<file path="src/rmch_pkg.sv">
package rmch_pkg;
  // command word fields
  localparam logic [15:0] RMCH_CMD_FB_SPEED = 16'h2067;
  localparam logic [15:0] RMCH_EXEC_REQ = 16'h4000;
  localparam logic [15:0] RMCH_CMD_MASK = 16'h3fff;
  localparam logic [7:0] RMCH_ASYNC_IO_UPDATE = 8'h50;
  // remote input bit positions
  localparam int RMCH_BIT_START = 3;
  localparam int RMCH_BIT_HOME = 4;
  localparam int RMCH_BIT_STOP = 5;
  localparam int RMCH_BIT_FREE = 6;
  localparam int RMCH_BIT_SEQ = 11;
  localparam int RMCH_BIT_INCH_POS = 12;
  localparam int RMCH_BIT_INCH_NEG = 13;
  localparam int RMCH_BIT_FWD = 14;
  localparam int RMCH_BIT_RVS = 15;
  localparam int RMCH_IO_BYTES = 32;
  localparam int RMCH_AXES = 8;
  // status codes
  localparam logic [1:0] RMCH_ST_IDLE = 2'h0;
  localparam logic [1:0] RMCH_ST_OK = 2'h1;
  localparam logic [1:0] RMCH_ST_BADCMD = 2'h2;
  // apb register map (byte addresses)
  localparam logic [7:0] RMCH_A_CMD = 8'h00;
  localparam logic [7:0] RMCH_A_DATA = 8'h04;
  localparam logic [7:0] RMCH_A_RSP_CMD = 8'h08;
  localparam logic [7:0] RMCH_A_RSP_DATA = 8'h0c;
  localparam logic [7:0] RMCH_A_IO_IN = 8'h10;
  localparam logic [7:0] RMCH_A_IO_CMD = 8'h14;
  localparam logic [7:0] RMCH_A_FB_SPEED = 8'h18;
  localparam logic [7:0] RMCH_A_RUN = 8'h1c;
  typedef enum logic [1:0] {RMCH_IDLE, RMCH_MON, RMCH_DONE} rmch_mon_t;
endpackage

</file>
<file path="src/rmch_top.sv">
`timescale 1ns/1ps
// Contract
// - the feedback speed monitor command code is 2067h in the command code field.
// - monitoring starts when the monitor command with execute request arrives.
// - the monitored value is refreshed while the execute request stays set.
// - the response echoes address, command word, status and the read value.
// - bit 14 of an axis input word starts forward continuous run for that axis.
// - the input word maps selects, start, home, stop, free, launches, inch and runs.
// - only one monitored data type per driver is supported at a time.
// - remote input data are updated by the async update command 50h, echoed back.
// - the map assumes 16 bit occupancy and 32 byte transfers.
module rmch_top
  import rmch_pkg::*;
(
  // clock and reset
  input wire logic pclk,
  input wire logic presetn,
  // apb slave
  input wire logic psel,
  input wire logic penable,
  input wire logic pwrite,
  input wire logic [7:0] paddr,
  input wire logic [31:0] pwdata,
  output logic [31:0] prdata,
  output logic pready,
  output logic pslverr,
  // drive side feedback speed per refresh
  input wire logic [31:0] fb_speed,
  // forward run request per axis
  output logic [RMCH_AXES-1:0] fwd_run
);
  typedef struct packed {
    logic [15:0] addr;
    logic [15:0] cmd;
    logic [31:0] data;
    logic [15:0] rsp_addr;
    logic [15:0] rsp_cmd;
    logic [31:0] rsp_data;
    logic [1:0] status;
    logic [15:0] io_in;
    logic [2:0] io_axis;
    logic [7:0] io_echo;
    logic io_load;
    rmch_mon_t mon;
    logic [31:0] prdata;
    logic pready;
    logic pslverr;
  } rmch_state_t;
  rmch_state_t q;
  rmch_state_t next_q;
  logic [15:0] io_held [RMCH_AXES];
  logic [RMCH_AXES-1:0] fwd_w;
  logic wr;
  logic rd;
  logic exec;
  // apb access phase, one wait state
  assign wr = psel & penable & pwrite & ~q.pready;
  assign rd = psel & penable & ~pwrite & ~q.pready;
  assign exec = |(q.cmd & RMCH_EXEC_REQ);
  // register, monitor and io update machinery
  always_comb begin
    next_q = q;
    next_q.pready = psel & penable & ~q.pready;
    next_q.pslverr = 1'b0;
    next_q.io_load = 1'b0;
    if (wr) begin
      unique case (paddr)
        RMCH_A_CMD: begin
          next_q.addr = pwdata[15:0];
          next_q.cmd = pwdata[31:16];
        end
        RMCH_A_DATA: next_q.data = pwdata;
        RMCH_A_IO_IN: next_q.io_in = pwdata[15:0];
        RMCH_A_IO_CMD: begin
          if (pwdata[7:0] == RMCH_ASYNC_IO_UPDATE) begin
            next_q.io_axis = pwdata[10:8];
            next_q.io_load = 1'b1;
            next_q.io_echo = pwdata[7:0];
          end else begin
            next_q.pslverr = 1'b1;
          end
        end
        default: next_q.pslverr = 1'b1;
      endcase
    end
    // monitor machine: one item per driver, replaced on a new address
    unique case (q.mon)
      RMCH_IDLE: begin
        if (exec) begin
          next_q.rsp_addr = q.addr;
          next_q.rsp_cmd = q.cmd;
          if ((q.cmd & RMCH_CMD_MASK) == RMCH_CMD_FB_SPEED) begin
            next_q.mon = RMCH_MON;
            next_q.status = RMCH_ST_OK;
          end else begin
            next_q.mon = RMCH_DONE;
            next_q.status = RMCH_ST_BADCMD;
          end
        end
      end
      RMCH_MON: begin
        if (exec && q.addr == q.rsp_addr) begin
          next_q.rsp_data = fb_speed;
        end else begin
          next_q.mon = RMCH_IDLE;
          next_q.status = RMCH_ST_IDLE;
        end
      end
      RMCH_DONE: begin
        if (!exec) begin
          next_q.mon = RMCH_IDLE;
        end
      end
      default: next_q.mon = RMCH_IDLE;
    endcase
    // apb read data
    next_q.prdata = '0;
    if (rd) begin
      unique case (paddr)
        RMCH_A_CMD: next_q.prdata = {q.cmd, q.addr};
        RMCH_A_DATA: next_q.prdata = q.data;
        RMCH_A_RSP_CMD: next_q.prdata = {q.rsp_cmd, 14'h0, q.status};
        RMCH_A_RSP_DATA: next_q.prdata = q.rsp_data;
        RMCH_A_IO_IN: next_q.prdata = {16'h0000, q.io_in};
        RMCH_A_IO_CMD: next_q.prdata = {21'h0, q.io_axis, q.io_echo};
        RMCH_A_FB_SPEED: next_q.prdata = {16'h0000, q.rsp_addr};
        RMCH_A_RUN: next_q.prdata = {24'h000000, fwd_w};
        default: next_q.pslverr = 1'b1;
      endcase
    end
  end
  always_ff @(posedge pclk or negedge presetn) begin
    if (!presetn) begin
      q <= '0;
    end else begin
      q <= next_q;
    end
  end
  // one decoder per axis
  for (genvar i = 0; i < RMCH_AXES; i++) begin : g_axis
    rmch_axis_ctl u_axis (
      .pclk(pclk),
      .presetn(presetn),
      .load(q.io_load && q.io_axis == 3'(i)),
      .io_word(q.io_in),
      .fwd_run(fwd_w[i]),
      .io_held(io_held[i])
    );
  end
  // outputs come straight from state flops
  assign fwd_run = fwd_w;
  assign prdata = q.prdata;
  assign pready = q.pready;
  assign pslverr = q.pslverr;
  // monitor start, refresh, stop, echo and single item; io update and apb answer timing
  a_mon_start: assert property (@(posedge pclk) disable iff (!presetn)
    q.mon == RMCH_IDLE && q.cmd == (RMCH_CMD_FB_SPEED | RMCH_EXEC_REQ)
    |=> q.mon == RMCH_MON && q.status == RMCH_ST_OK)
    else $error("monitor did not start");
  a_mon_refresh: assert property (@(posedge pclk) disable iff (!presetn)
    q.mon == RMCH_MON && exec && q.addr == q.rsp_addr
    |=> q.rsp_data == $past(fb_speed))
    else $error("monitor value not refreshed");
  a_mon_stop: assert property (@(posedge pclk) disable iff (!presetn)
    q.mon == RMCH_MON && !exec |=> q.mon == RMCH_IDLE)
    else $error("monitor did not stop");
  a_rsp_echo: assert property (@(posedge pclk) disable iff (!presetn)
    q.mon == RMCH_IDLE && exec |=> q.rsp_cmd == $past(q.cmd) && q.rsp_addr == $past(q.addr))
    else $error("command echo wrong");
  a_one_item: assert property (@(posedge pclk) disable iff (!presetn)
    q.mon == RMCH_MON && q.addr != q.rsp_addr |=> q.mon == RMCH_IDLE)
    else $error("second monitor item kept");
  a_io_update: assert property (@(posedge pclk) disable iff (!presetn)
    q.io_load |-> q.io_echo == RMCH_ASYNC_IO_UPDATE)
    else $error("io update without command");
  a_apb_ready: assert property (@(posedge pclk) disable iff (!presetn)
    psel && penable && !q.pready |=> pready ##1 !pready)
    else $error("apb answer timing");
  // monitor decode and release
  a_bad_code: assert property (@(posedge pclk) disable iff (!presetn)
    q.mon == RMCH_IDLE && exec && (q.cmd & RMCH_CMD_MASK) != RMCH_CMD_FB_SPEED
    |=> q.mon == RMCH_DONE && q.status == RMCH_ST_BADCMD)
    else $error("bad command code not refused");
  a_mon_hold: assert property (@(posedge pclk) disable iff (!presetn)
    q.mon == RMCH_MON && exec && q.addr == q.rsp_addr
    |=> q.mon == RMCH_MON && q.status == RMCH_ST_OK)
    else $error("monitor dropped while requested");
  a_stop_status: assert property (@(posedge pclk) disable iff (!presetn)
    q.mon == RMCH_MON && !exec |=> q.status == RMCH_ST_IDLE)
    else $error("status not idle after stop");
  a_done_release: assert property (@(posedge pclk) disable iff (!presetn)
    q.mon == RMCH_DONE && !exec |=> q.mon == RMCH_IDLE)
    else $error("refused command not released");
  // register writes land as framed
  a_cmd_frame: assert property (@(posedge pclk) disable iff (!presetn)
    wr && paddr == RMCH_A_CMD |=> {q.cmd, q.addr} == $past(pwdata))
    else $error("command word not taken");
  a_data_frame: assert property (@(posedge pclk) disable iff (!presetn)
    wr && paddr == RMCH_A_DATA |=> q.data == $past(pwdata))
    else $error("data word not taken");
  // remote input update path
  a_io_accept: assert property (@(posedge pclk) disable iff (!presetn)
    wr && paddr == RMCH_A_IO_CMD && pwdata[7:0] == RMCH_ASYNC_IO_UPDATE |=> q.io_load)
    else $error("io update not taken");
  a_io_refuse: assert property (@(posedge pclk) disable iff (!presetn)
    wr && paddr == RMCH_A_IO_CMD && pwdata[7:0] != RMCH_ASYNC_IO_UPDATE
    |=> !q.io_load && pslverr)
    else $error("wrong io command not refused");
  a_run_steady: assert property (@(posedge pclk) disable iff (!presetn)
    !q.io_load |=> $stable(fwd_w))
    else $error("forward run changed without update");
  // bus answer shape
  a_rd_quiet: assert property (@(posedge pclk) disable iff (!presetn)
    !pready |-> prdata == 32'h0000_0000)
    else $error("read data outside answer cycle");
  a_err_pulse: assert property (@(posedge pclk) disable iff (!presetn)
    pslverr |-> pready)
    else $error("error without answer");
endmodule

</file>
<file path="src/rmch_axis_ctl.sv">
`timescale 1ns/1ps
// per-axis decode of one remote input word into the forward run request
module rmch_axis_ctl
  import rmch_pkg::*;
(
  // clock and reset
  input wire logic pclk,
  input wire logic presetn,
  // update strobe and word
  input wire logic load,
  input wire logic [15:0] io_word,
  // decoded state
  output logic fwd_run,
  output logic [15:0] io_held
);
  typedef struct packed {
    logic fwd_run;
    logic [15:0] io_held;
  } rmch_axis_t;
  rmch_axis_t q;
  rmch_axis_t next_q;
  // forward run holds while its bit is set and no stop or free excitation
  always_comb begin
    next_q = q;
    if (load) begin
      next_q.io_held = io_word;
      next_q.fwd_run = io_word[RMCH_BIT_FWD] & ~io_word[RMCH_BIT_STOP]
                       & ~io_word[RMCH_BIT_FREE];
    end
  end
  always_ff @(posedge pclk or negedge presetn) begin
    if (!presetn) begin
      q <= '0;
    end else begin
      q <= next_q;
    end
  end
  assign fwd_run = q.fwd_run;
  assign io_held = q.io_held;
  a_fwd_follow: assert property (@(posedge pclk) disable iff (!presetn)
    load && io_word == RMCH_EXEC_REQ |=> fwd_run)
    else $error("forward run not started");
endmodule

</file>
<file path="config.mk">
export PLATFORM = sky130hd
export DESIGN_NAME = rmch_top
export DESIGN_NICKNAME = d
export VERILOG_FILES = /design/src/rmch_pkg.sv /design/src/rmch_top.sv /design/src/rmch_axis_ctl.sv
export SDC_FILE = /design/constraint.sdc
export NUM_CORES = 1
export LEC_CHECK = 0
export ABC_AREA = 1
export BUFFER_PORTS_ARGS = -buffer_cell sky130_fd_sc_hd__buf_2
export CAP_MARGIN = 25
export CORE_ASPECT_RATIO = 1.1
export CORE_MARGIN = 2
export CORE_UTILIZATION = 30
export CTS_CLUSTER_SIZE = 28
export DETAILED_ROUTE_END_ITERATION = 6
export HOLD_SLACK_MARGIN = 0.05
export SYNTH_ARGS = -nofsm -noshare
export SYNTH_HDL_FRONTEND = slang
export SYNTH_HIERARCHICAL = 1
export SYNTH_SLANG_ARGS = --single-unit
</file>
<file path="constraint.sdc">
create_clock -name pclk -period 3.7 [get_ports pclk]
set_clock_uncertainty 0.15 [all_clocks]
set_input_delay 0.37 -clock pclk [delete_from_list [all_inputs] [get_ports pclk]]
set_output_delay 0.37 -clock pclk [all_outputs]
set_load 0.02 [all_outputs]
</file>
; Word level (Yosys, flattened, before mapping)
; Index checks and enable logic that the tools add are counted.
[word_totals]
regBits = 202
in_bits = 77
elab_cells = 96
[op_classes]
eq_ne = 22
n_mux = 16
bitwise = 12
n_reduce_logical = 23
[op_table]
columns = operator, n
row1 = $pmux W32 S8, 1
row2 = $eq A8 B5 Y1 const B, 4
row3 = $mux W32, 1
row4 = $eq A16 B16 Y1, 1
row5 = $eq A8 B4 Y1 const B, 2
row6 = $eq A14 B14 Y1 const B, 1
row7 = $eq A3 B3 Y1 const B, 4
row8 = $reduce_and A2 Y1, 5
row9 = $logic_and A1 B1 Y1, 9
row10 = $reduce_and A3 Y1, 3
row11 = $and A1 B1 Y1, 8
row12 = $eq A8 B3 Y1 const B, 1
row13 = $eq A8 B7 Y1 const B, 1
row14 = $logic_not A8 Y1, 1
row15 = $mux W2, 4
row16 = $reduce_or A8 Y1, 1
row17 = $mux W1, 7
row18 = $eq A3 B2 Y1 const B, 2
row19 = $ne A2 B2 Y1 const B, 3
row20 = $pmux W2 S3, 1
row21 = $not A1 Y1, 4
row22 = $pmux W2 S2, 1
row23 = $eq A3 B1 Y1 const B, 1
row24 = $logic_not A3 Y1, 1
row25 = 6 further kinds, 6

; Longest topological paths before layout
; Gate-level depths: netlist (run 1).
[logic_depth]
depth_word = 6
depth_mapped = 10
ltp_nobuf = 10

; Modules after synthesis
; The synthesis (run 1) kept the hierarchy.
[by_module_without_submodules]
columns = mod, n_inst, cells_each, area_each_um2
row1 = rmch_top, 1, 1123, 9052.4
row2 = rmch_axis_ctl, 8, 73, 660.6

; Least setup slack after synthesis (run 1)
; OpenSTA, ideal clock, no wires.
[synth_path]
path_kind = input port to flip-flop
from = input port paddr[5]
to = register q[166] (netlist name)
setup_ns = 0.131
arrival_time_ns = 1.359
setup_slack_ns = 2.060
cell_stages = 9
n_path_buf = 1
path_cell_list = nor2_1 nand2_2 inv_2 nand2_2 nor2_4 nand2_4 clkbuf_1 nand2_1 o21ai_0
[synth_between]
elab_chain_len = 2
[synth_rtl]
columns = element, line_no
row1 = from (decl), rmch_top.sv:22  ; input wire logic [7:0] paddr,
row2 = $logic_not A8 Y1, rmch_top.sv:67  ; unique case (paddr)
row3 = $reduce_and A2 Y1 (no line), n/a
row4 = to (signal assigned), rmch_top.sv:136  ; q <= next_q;
row5 = to (decl), rmch_top.sv:49  ; rmch_state_t q;
; Every way passes these cells.
; A chain may end at the register's enable or synchronous reset.

; Worst setup path in the final report (run 1)
[layout_path]
from = input port penable
to = register q[58] (netlist name)
[layout_between]
elab_chain_len = 4
[layout_rtl]
columns = element, line_no
row1 = from (decl), rmch_top.sv:20  ; input wire logic penable,
row2 = $and A1 B1 Y1 (3 in series), rmch_top.sv:57  ; assign wr = psel & penable & pwrite & ~q.pready;
row3 = $reduce_and A2 Y1 (no line), n/a
; Every way passes these cells.

==> results of run 1 <==
## cell type report
| cell class | instances | share of cell area, % |
|---|---|---|
| Sequential cell | 202 | 43.8 |
| Clock inverter | 5 | 0.466 |
| Tap cell | 420 | 4.56 |
| Timing Repair Buffer | 192 | 11.5 |
| Clock buffer | 29 | 5.08 |
| Inverter | 120 | 4.25 |
| Multi-Input combinational cell | 780 | 30.3 |
## stage by stage
step                power (uW)  setup slack, ps
finish                    4510              871
detailed placement        2490              996
CTS                       4570              918
global route              4700              674
floorplan                 2360             2060
global placement          2490             1110
## critical path: stages
cell,delay [ps]
dlygate4sd3_1,520
buf_2,90
nand2_1,30
dlygate4sd3_1,560
nor2_2,150
nand2_1,110
inv_1,180
nand2_1,610
o21ai_0,430
## sequential cells by signal, indices dropped and copies added, names as in the netlist
register / flops
q: 159
prdata: 32
g_axis.u_axis/fwd_run: 8
exec: 1
pready: 1
pslverr: 1
## per-layer routing
layer	up-vias	share of wire (%)
li1	4004	-
met1	3856	46
met2	197	48
met3	40	4.4
met4	0	2.1
met5	-	0
## worst paths after layout
check / from / depth (start not counted) / slack [ps] / to
max reg2reg: q[183]$_DFFE_PN0P_ / 9 / 1460 / q[97]$_DFFE_PN0P_
min: pwdata[10] / 3 / 50 / q[188]$_DFFE_PN0P_
min reg2reg: pready$_DFF_PN0_ / 1 / 310 / pready$_DFF_PN0_
max in group asynchronous: presetn / 3 / 2070 / q[168]$_DFFE_PN0P_
min in group asynchronous: presetn / 2 / 310 / prdata[14]$_DFF_PN0_
max: penable / 9 / 870 / q[58]$_DFFE_PN0P_
## power by group through the flow
stage | combinational, uW | sequential, uW | clock, uW
6_report | 252 | 2240 | 2020
5_1_grt | 282 | 2240 | 2170
4_1_cts | 257 | 2240 | 2080
3_5_place_dp | 210 | 2280 | 0
3_3_place_gp | 208 | 2280 | 0
2_1_floorplan | 75.5 | 2280 | 0
==> metrics.md, run 1 <==
| Metric | Value |
|---|---|
| Status | complete, no violations |
| Final setup viols | 0 |
| Worst VDD drop | 0.251 mV |
| Pwr dens | 391 nW/um^2 |
| Switching component of the power | 1020 uW |
| Port bufs | 118 |
| Mean post-synth cell area | 8.03 um^2 |
| Die Ht | 192 um |
| CP Capture Type | flop |
| Multi-input combinational cell area | 3500 um^2 |
| Clk slew on worst S/H paths | 60 ps |
| Worst Setup Path Type | in -> reg |
| H-tree levels | 1 |
| Layout cells sized above 1 | 15.3% |
| Seq pwr share | 49.7% |
| Critical Path Source Type | input pin |
| Largest net degree at the start of global routing | 93 |
| Hold WC Path Type | in -> reg |
| YS warnings | 6 |
| Final Critical Period | 2830 ps |
| Met1 Usage GRT | 22.7% |
| Die W | 174 um |
| Drc violations | 0 |
| Antenna violations before repair | 0 |
| Clock share of power | 44.8% |
| DR pass1 iterations | 5 |
| Crit path required time | 3930 ps |
| Comb pwr share | 5.6% |
| Mapped Cells | 1195 |
| Hold buffer count at CTS | 58 |
| Fin crit share | 76.5% |
| Overall via count from detail_route | 8097 |
| Clk buf depth | 3 |
| Static leakage | 0.00558 uW |
| Most common cell after layout, fill and taps aside | nand2_1 |
| Most frequent cells in the layout | nand2_1, dfrtp_1, buf_2 |
| Hold_ws | 52.8 ps |
| Global routing met3 resource utilization | 2.11% |
| Routed wire length per instance | 15.8 um |
| CTS sink count | 202 |
| Placer Congestion | 0.831 |
| Netlist Area Pre-Place | 9590 um^2 |
| Global Route met2 Usage | 28.2% |
| Final #Nets | 1394 |
| Max FO, Critical Path | 32 |
| First-pass GRT wire length | 44200 um |
| Post-CTS sizing | 0 |
| Placed cell count | 1656 |
| Final Util | 36.7% |
| P_int | 3500 uW |
| Crit path DAT | 3060 ps |
| Gr ovfl total | 0 |
| Ant. Diodes | 0 |
| Row Count | 68 |
| Hold Fails Final Rpt | 0 |
| Post-DP Area | 10300 um^2 |
| Syn_nets | 1272 |
| Max Cap Viol | 0 |
| Via-to-Cell Ratio | 4.63 |
| Starting Density | 30.6% |
| Setup TNS | 0 ps |
| Root Buffer Master | clkbuf_16 |
| All-Layer GR Usage | 16.7% |
| Final WL | 27600 um |
| Post-DRT Antenna Nets | 0 |
| Detailed router's first-iteration violation count | 715 |
| Number of global-route vias before repair | 8084 |
| Max Slew Vio Count | 0 |
| Core region area | 31400 um^2 |
| Non-Filler Instances | 1748 |
| Die area | 33400 um^2 |
| Io pins | 119 |
| Worst-skew pair later-pin latency | 500 ps |
| HPWL after DPL | 18900 um |
| Area delta synth->final | 20.2% |
| Num CTS Buffers | 21 |
| Slew @ Worst Pin | 968 ps |
| FILL cells | 3210 |
| CTS tree | built |
| Setup bufs post-CTS | 0 |
| GRT busiest layer | met2 |
| Storage element area | 5050 um^2 |
| Peak Freq | 0.354 GHz |
| Slew margin rel. | 35.3% |
| Switching Fraction | 22.5% |
| Final instance area | 11500 um^2 |
| RSZ-0062 raised after global routing | false |
(Power assumes the default switching activity.)
==> inputs of run 2 (changes only) <==
--- a/config.mk
+++ b/config.mk
@@ -5,7 +5,7 @@
 export SDC_FILE = /design/constraint.sdc
 export NUM_CORES = 1
 export LEC_CHECK = 0
-export ABC_AREA = 1
+export ABC_AREA = 0
 export BUFFER_PORTS_ARGS = -buffer_cell sky130_fd_sc_hd__buf_2
 export CAP_MARGIN = 25
 export CORE_ASPECT_RATIO = 1.1
==> constraint.sdc (replaced) <==
create_clock -name pclk -period 2.3 [get_ports pclk]
set_clock_uncertainty 0.15 [all_clocks]
set_input_delay 0.23 -clock pclk [delete_from_list [all_inputs] [get_ports pclk]]
set_output_delay 0.23 -clock pclk [all_outputs]
set_load 0.02 [all_outputs]
==> run 2 against run 1 <==
Combinational power increased by 110%. Via count decreased by 24%. Wire length decreased by 14%. Sequential power increased by 63%. Synthesized cell count decreased by 39%. First-iteration DRC count decreased by 52%. Die area decreased by 1.1%. Largest power group is now clock.
==> metrics.md, run 2 <==
| Metric | Value |
|---|---|
| YS warnings | 6 (unchanged) |
| Core region area | 31200 um^2 (was 31400 um^2) |
| Storage element area | 5050 um^2 (unchanged) |
| FILL cells | 3023 (was 3210) |
| Crit path required time | 2580 ps (was 3930 ps) |
| CP delay by family, top | buffers and inverters (unchanged) |
| Die Ht | 190 um (was 192 um) |
| Largest stage delay on the critical path | 620 ps (was 610 ps) |
| Overall via count from detail_route | 6152 (was 8097) |
| Layout cells sized above 1 | 41.8% (was 15.3%) |
| Row Count | 68 (unchanged) |
| Hold WC Path Type | in -> async (was in -> reg) |
| Status | complete, no violations (unchanged) |
| Worst flop-to-flop path startpoint | q[125]$_DFFE_PN0P_ (was q[183]$_DFFE_PN0P_) |
| Drc violations | 0 (unchanged) |
| Final Critical Period | 2220 ps |
| Root Buffer Master | clkbuf_16 (unchanged) |
| Final #Nets | 970 (was 1394) |
| Setup bufs post-CTS | 0 (unchanged) |
| Slew margin rel. | 72.0% (was 35.3%) |
| Ant. Diodes | 0 (unchanged) |
| CTS tree | built (unchanged) |
| Most frequent cells in the layout | dfrtp_1, mux2_2, buf_2 (was nand2_1, dfrtp_1, buf_2) |
| Number of global-route vias before repair | 6473 (was 8084) |
| Slowest cell on crit path | dlygate4sd3_1 (was nand2_1) |
| Netlist Area Pre-Place | 9480 um^2 (was 9590 um^2) |
| Worst reg2reg path depth | 6 (was 9) |
| CP Cell Sequence | dlygate4sd3_1 -> buf_2 -> nand2_1 -> dlygate4sd3_1 -> nor2_2 -> nand2_1 -> a21oi_1 -> dlygate4sd3_1 (was dlygate4sd3_1 -> buf_2 -> nand2_1 -> dlygate4sd3_1 -> nor2_2 -> nand2_1 -> inv_1 -> nand2_1 -> o21ai_0) |
| Die W | 174 um (about the same) |
| Mean post-synth cell area | 13.1 um^2 (was 8.03 um^2) |
| Max reg flops | 159 (unchanged) |
| Routed wire length per instance | 17.9 um (was 15.8 um) |
| Port bufs | 118 (unchanged) |
| Fin crit share | 96.3% |
| Pwr dens | 677 nW/um^2 (was 391 nW/um^2) |
| R2r endpoint | q[89]$_DFFE_PN0P_ (was q[97]$_DFFE_PN0P_) |
| RSZ-0062 raised after global routing | false (unchanged) |
| Most frequent CP cell | dlygate4sd3_1 (was nand2_1) |
| Max Cap Viol | 0 (unchanged) |
| Placer Congestion | 0.805 (was 0.831) |
| Biggest register | q (unchanged) |
| Area delta synth->final | 26.5% (was 20.2%) |
| Crit path depth | 8 (was 9) |
| Setup TNS | 0 ps (unchanged) |
| Starting Density | 30.4% (was 30.6%) |
| Syn_nets | 800 (was 1272) |
| CP Capture Type | flop (unchanged) |
| Max FO, Critical Path | 3 (was 32) |
| First-pass GRT wire length | 37800 um (was 44200 um) |
| Slew @ Worst Pin | 419 ps (was 968 ps) |
| Multi-input combinational cell area | 3890 um^2 (was 3500 um^2) |
| Final WL | 23800 um (was 27600 um) |
| Final Util | 38.4% (was 36.7%) |
| Static leakage | 0.00580 uW (was 0.00558 uW) |
| CTS sink count | 202 (unchanged) |
| Worst VDD drop | 0.457 mV (was 0.251 mV) |
| DR pass1 iterations | 4 (was 5) |
| Critical Path Source Type | input pin (unchanged) |
| Post-DRT Antenna Nets | 0 (unchanged) |
| Worst-skew pair later-pin latency | 520 ps (was 500 ps) |
| Clk buf depth | 3 (unchanged) |
| Most common cell after layout, fill and taps aside | dfrtp_1 (was nand2_1) |
| Via-to-Cell Ratio | 4.63 (about the same) |
| Mapped Cells | 723 (was 1195) |
| Final setup viols | 0 (unchanged) |
| Largest net degree at the start of global routing | 58 (was 93) |
| Worst Setup Path Type | in -> reg (unchanged) |
| Detailed router's first-iteration violation count | 343 (was 715) |
| Peak Freq | 0.451 GHz |
| Flop2flop setup slack | 200 ps (was 1460 ps) |
| HPWL after DPL | 16200 um (was 18900 um) |
| Pwr Total | 8120 uW (was 4510 uW) |
| Die area | 33000 um^2 (was 33400 um^2) |
| Io pins | 119 (unchanged) |
| All-Layer GR Usage | 14.6% (was 16.7%) |
| Crit path buffers/inverters | 4 (unchanged) |
| Hold Fails Final Rpt | 0 (unchanged) |
| H-tree levels | 1 (unchanged) |
| Clk slew on worst S/H paths | 60 ps (about the same) |
| Crit path DAT | 2500 ps (was 3060 ps) |
| Antenna violations before repair | 0 (unchanged) |
| Max Slew Vio Count | 0 (unchanged) |
| Gr ovfl total | 0 (unchanged) |
| Num CTS Buffers | 23 (was 21) |
run 2: repair_timing:
| item | 4_1_cts | 5_1_grt |
|---|---|---|
| hold buffers | 71 | 0 |
| resized for setup | 0 | 4 |
| endpoints found under the hold margin | 320 | 0 |
| endpoints found under the setup margin | 0 | 15 |
run 2: worst max path at each step:
stage	startpoint	end	slack, ps
3_3_place_gp	paddr[5]	prdata[16]$_DFF_PN0_	130
3_5_place_dp	paddr[5]	prdata[31]$_DFF_PN0_	70
5_1_grt	penable	pslverr$_DFF_PN0_	40
4_1_cts	pwdata[2]	pslverr$_DFF_PN0_	10
6_report	penable	pslverr$_DFF_PN0_	80
2_1_floorplan	pready$_DFF_PN0_	q[45]$_DFFE_PN0P_	300
run 2: report_power, final:
| part | leakage [uW] | switching [uW] | internal [uW] |
|---|---|---|---|
| Combinational | 0.00265 | 254 | 267 |
| Sequential | 0.00274 | 40.0 | 3610 |
| Clock | 0.000409 | 1460 | 2490 |
run 2: per-stage QoR:
step	setup WS (ps)	cell area (um^2)	instances	hold slack, ps
after global placement	127	10400	1217	38.8
after detailed placement	66.4	10400	1217	39.5
final	84.8	12000	1330	86.8
after CTS	13.9	12000	1330	74.2
after global routing	37.0	12000	1330	108
after floorplan	296	9480	723	-216
run 2: per-layer routing:
metal | wire length [um] | global-route usage [%]
met1 | 10900 | 20.0
met2 | 11400 | 24.4
met3 | 1120 | 2.37
met4 | 387 | 3.00
met5 | 0 | 0
run 2: layout make-up:
type	count	area share [%]
multi-input combinational	435	32.5
clock buffer	33	5.61
timing repair buffer	225	13.9
clock inverter	9	1.27
tap	420	4.38
sequential	202	42.2
inverter	6	0.188
==> inputs of run 3 (changes only) <==
--- a/config.mk
+++ b/config.mk
@@ -9,7 +9,7 @@
 export BUFFER_PORTS_ARGS = -buffer_cell sky130_fd_sc_hd__buf_2
 export CAP_MARGIN = 25
 export CORE_ASPECT_RATIO = 1.1
-export CORE_MARGIN = 2
+export CORE_MARGIN = 1
 export CORE_UTILIZATION = 30
 export CTS_CLUSTER_SIZE = 28
 export DETAILED_ROUTE_END_ITERATION = 6
==> constraint.sdc (replaced) <==
create_clock -name pclk -period 2.65 [get_ports pclk]
set_clock_uncertainty 0.15 [all_clocks]
set_input_delay 0.265 -clock pclk [delete_from_list [all_inputs] [get_ports pclk]]
set_output_delay 0.265 -clock pclk [all_outputs]
set_load 0.02 [all_outputs]
==> run 3 against run 2 <==
Worst hold slack better by 25 ps. Critical path type unchanged. Clock power down 18%. Utilization about the same. Register-to-register slack better by 220 ps. Final cell count down 1.3%. Final area down 1.5%. Non-clock buffer count down 12. Worst setup slack better by 100 ps.
==> metrics.md, run 3 (synthesis gave the netlist of run 2 again) <==
| Metric | Value |
|---|---|
| DR pass1 iterations | 4 (unchanged) |
| Starting Density | 30.8% (was 30.4%) |
| Final #Nets | 959 (was 970) |
| Crit path DAT | 2690 ps (was 2500 ps) |
| Antenna violations before repair | 0 (unchanged) |
| Port bufs | 118 (unchanged) |
| Max Cap Viol | 0 (unchanged) |
| CP delay by family, top | buffers and inverters (unchanged) |
| Max FO, Critical Path | 32 (was 3) |
| Peak Freq | 0.406 GHz |
| Ant. Diodes | 0 (unchanged) |
| Num CTS Buffers | 24 (was 23) |
| H-tree levels | 1 (unchanged) |
| Worst Setup Path Type | in -> reg (unchanged) |
| Final setup viols | 0 (unchanged) |
| Final Util | 38.4% (about the same) |
| Overall via count from detail_route | 6139 (was 6152) |
| Io pins | 119 (unchanged) |
| Via-to-Cell Ratio | 4.68 (was 4.63) |
| Hold Fails Final Rpt | 0 (unchanged) |
| Drc violations | 0 (unchanged) |
| CTS tree | built (unchanged) |
| Root Buffer Master | clkbuf_16 (unchanged) |
| Final Critical Period | 2460 ps |
| Most frequent CP cell | dlygate4sd3_1 (unchanged) |
| Gr ovfl total | 0 (unchanged) |
| Routed wire length per instance | 18.1 um (was 17.9 um) |
| Worst VDD drop | 0.387 mV (was 0.457 mV) |
| CP Cell Sequence | dlygate4sd3_1 -> buf_2 -> nand2_1 -> dlygate4sd3_1 -> nor2_1 -> nand4_1 -> buf_4 -> a211oi_1 (was dlygate4sd3_1 -> buf_2 -> nand2_1 -> dlygate4sd3_1 -> nor2_2 -> nand2_1 -> a21oi_1 -> dlygate4sd3_1) |
| Slew @ Worst Pin | 999 ps (was 419 ps) |
| Place WS | 324 ps (was 66.4 ps) |
| Slew margin rel. | 33.4% (was 72.0%) |
| Critical Path Source Type | input pin (unchanged) |
| Biggest register | q (unchanged) |
| Placer Congestion | 0.817 (was 0.805) |
| Pwr Total | 6830 uW (was 8120 uW) |
| Crit path buffers/inverters | 4 (unchanged) |
| Row Count | 67 (was 68) |
| Max reg flops | 159 (unchanged) |
| Pwr dens | 579 nW/um^2 (was 677 nW/um^2) |
| Final WL | 23700 um (was 23800 um) |
| HPWL after DPL | 16100 um (was 16200 um) |
| CTS sink count | 202 (unchanged) |
| Die W | 172 um (was 174 um) |
| Most common cell after layout, fill and taps aside | dfrtp_1 (unchanged) |
| Die Ht | 188 um (was 190 um) |
| Setup TNS | 0 ps (unchanged) |
| Largest net degree at the start of global routing | 58 (unchanged) |
| Worst-skew pair later-pin latency | 530 ps (was 520 ps) |
| Final Worst Setup Slack | 190 ps (was 84.8 ps) |
| Largest stage delay on the critical path | 640 ps (was 620 ps) |
| Hold_ws | 112 ps (was 86.8 ps) |
| Area delta synth->final | 24.5% (was 26.5%) |
| Slowest cell on crit path | dlygate4sd3_1 (unchanged) |
| Hold WC Path Type | in -> reg (was in -> async) |
| Clk buf depth | 3 (unchanged) |
| Fin crit share | 92.8% |
| Most frequent cells in the layout | dfrtp_1, mux2_2, buf_2 (unchanged) |
| Max Slew Vio Count | 0 (unchanged) |
| Number of global-route vias before repair | 6473 (unchanged) |
| Static leakage | 0.00572 uW (was 0.00580 uW) |
| FILL cells | 2970 (was 3023) |
| Post-CTS sizing | 0 (unchanged) |
| CP Capture Type | flop (unchanged) |
| Detailed router's first-iteration violation count | 351 (was 343) |
| Die area | 32300 um^2 (was 33000 um^2) |
| Crit path required time | 2880 ps (was 2580 ps) |
| Status | complete, no violations (unchanged) |
| All-Layer GR Usage | 15.0% (was 14.6%) |
| RSZ-0062 raised after global routing | false (unchanged) |
| Post-DRT Antenna Nets | 0 (unchanged) |
| Clk slew on worst S/H paths | 60 ps (about the same) |
| Core region area | 30800 um^2 (was 31200 um^2) |
| First-pass GRT wire length | 37000 um (was 37800 um) |
| Layout cells sized above 1 | 40.4% (was 41.8%) |
## run 3: cell count changes in the layout (fill, tap and decap cells not counted), sizes merged
cell         before  now
clkbuf           34   39
buf             153  144
inv               8    7
dlygate4sd3      71   68
bufinv            4    1
## run 3: where the power goes
| part | leakage, uW | internal (uW) | switching (uW) |
|---|---|---|---|
| clock network | 0.000377 | 1920 | 1300 |
| registers | 0.00274 | 3140 | 34.4 |
| logic | 0.00260 | 223 | 219 |
## run 3: area by class of cell
cell class / count / area (um^2) / area share (%)
clock buffer: 38 / 703 / 5.96
clock inverter: 5 / 71.3 / 0.604
inverter: 6 / 22.5 / 0.191
multi-input combinational: 435 / 3880 / 32.9
sequential: 202 / 5050 / 42.8
tap: 414 / 518 / 4.39
timing repair buffer: 213 / 1560 / 13.2
## run 3: metal layers
metal,GRT usage (%),up-vias,wire length (um)
met5,0,-,0
met1,20.6,3111,10900
met2,25.0,153,11200
met4,2.95,0,398
met3,2.10,27,1230
li1,-,2848,-
## run 3: worst paths after layout
path	from	end	slack, ps	cells past startpoint
max in group asynchronous	presetn	prdata[16]$_DFF_PN0_	1470	3
hold reg to reg	q[41]$_DFFE_PN0P_	q[41]$_DFFE_PN0P_	310	1
setup reg to reg	q[188]$_DFFE_PN0P_	q[91]$_DFFE_PN0P_	420	6
hold / removal	paddr[2]	prdata[4]$_DFF_PN0_	110	3
min in group asynchronous	presetn	prdata[26]$_DFF_PN0_	140	2
setup / recovery	penable	prdata[9]$_DFF_PN0_	190	8
## run 3: what timing repair did
item | 4_1_cts | 5_1_grt
hold buffers | 68 | 0
buffers inserted | 0 | 0
endpoints found under the hold margin | 268 | 0
endpoints found under the setup margin | 0 | 0
## run 3: metrics by stage
stage / area [um^2] / cells
2_1_floorplan: 9480 / 723
3_3_place_gp: 10400 / 1202
3_5_place_dp: 10400 / 1202
4_1_cts: 11800 / 1313
5_1_grt: 11800 / 1313
6_report: 11800 / 1313
## run 3: worst min-delay path, cell delays in order
cell and delay [ps]:
buf_2 210, mux2i_1 190, nor2_1 60
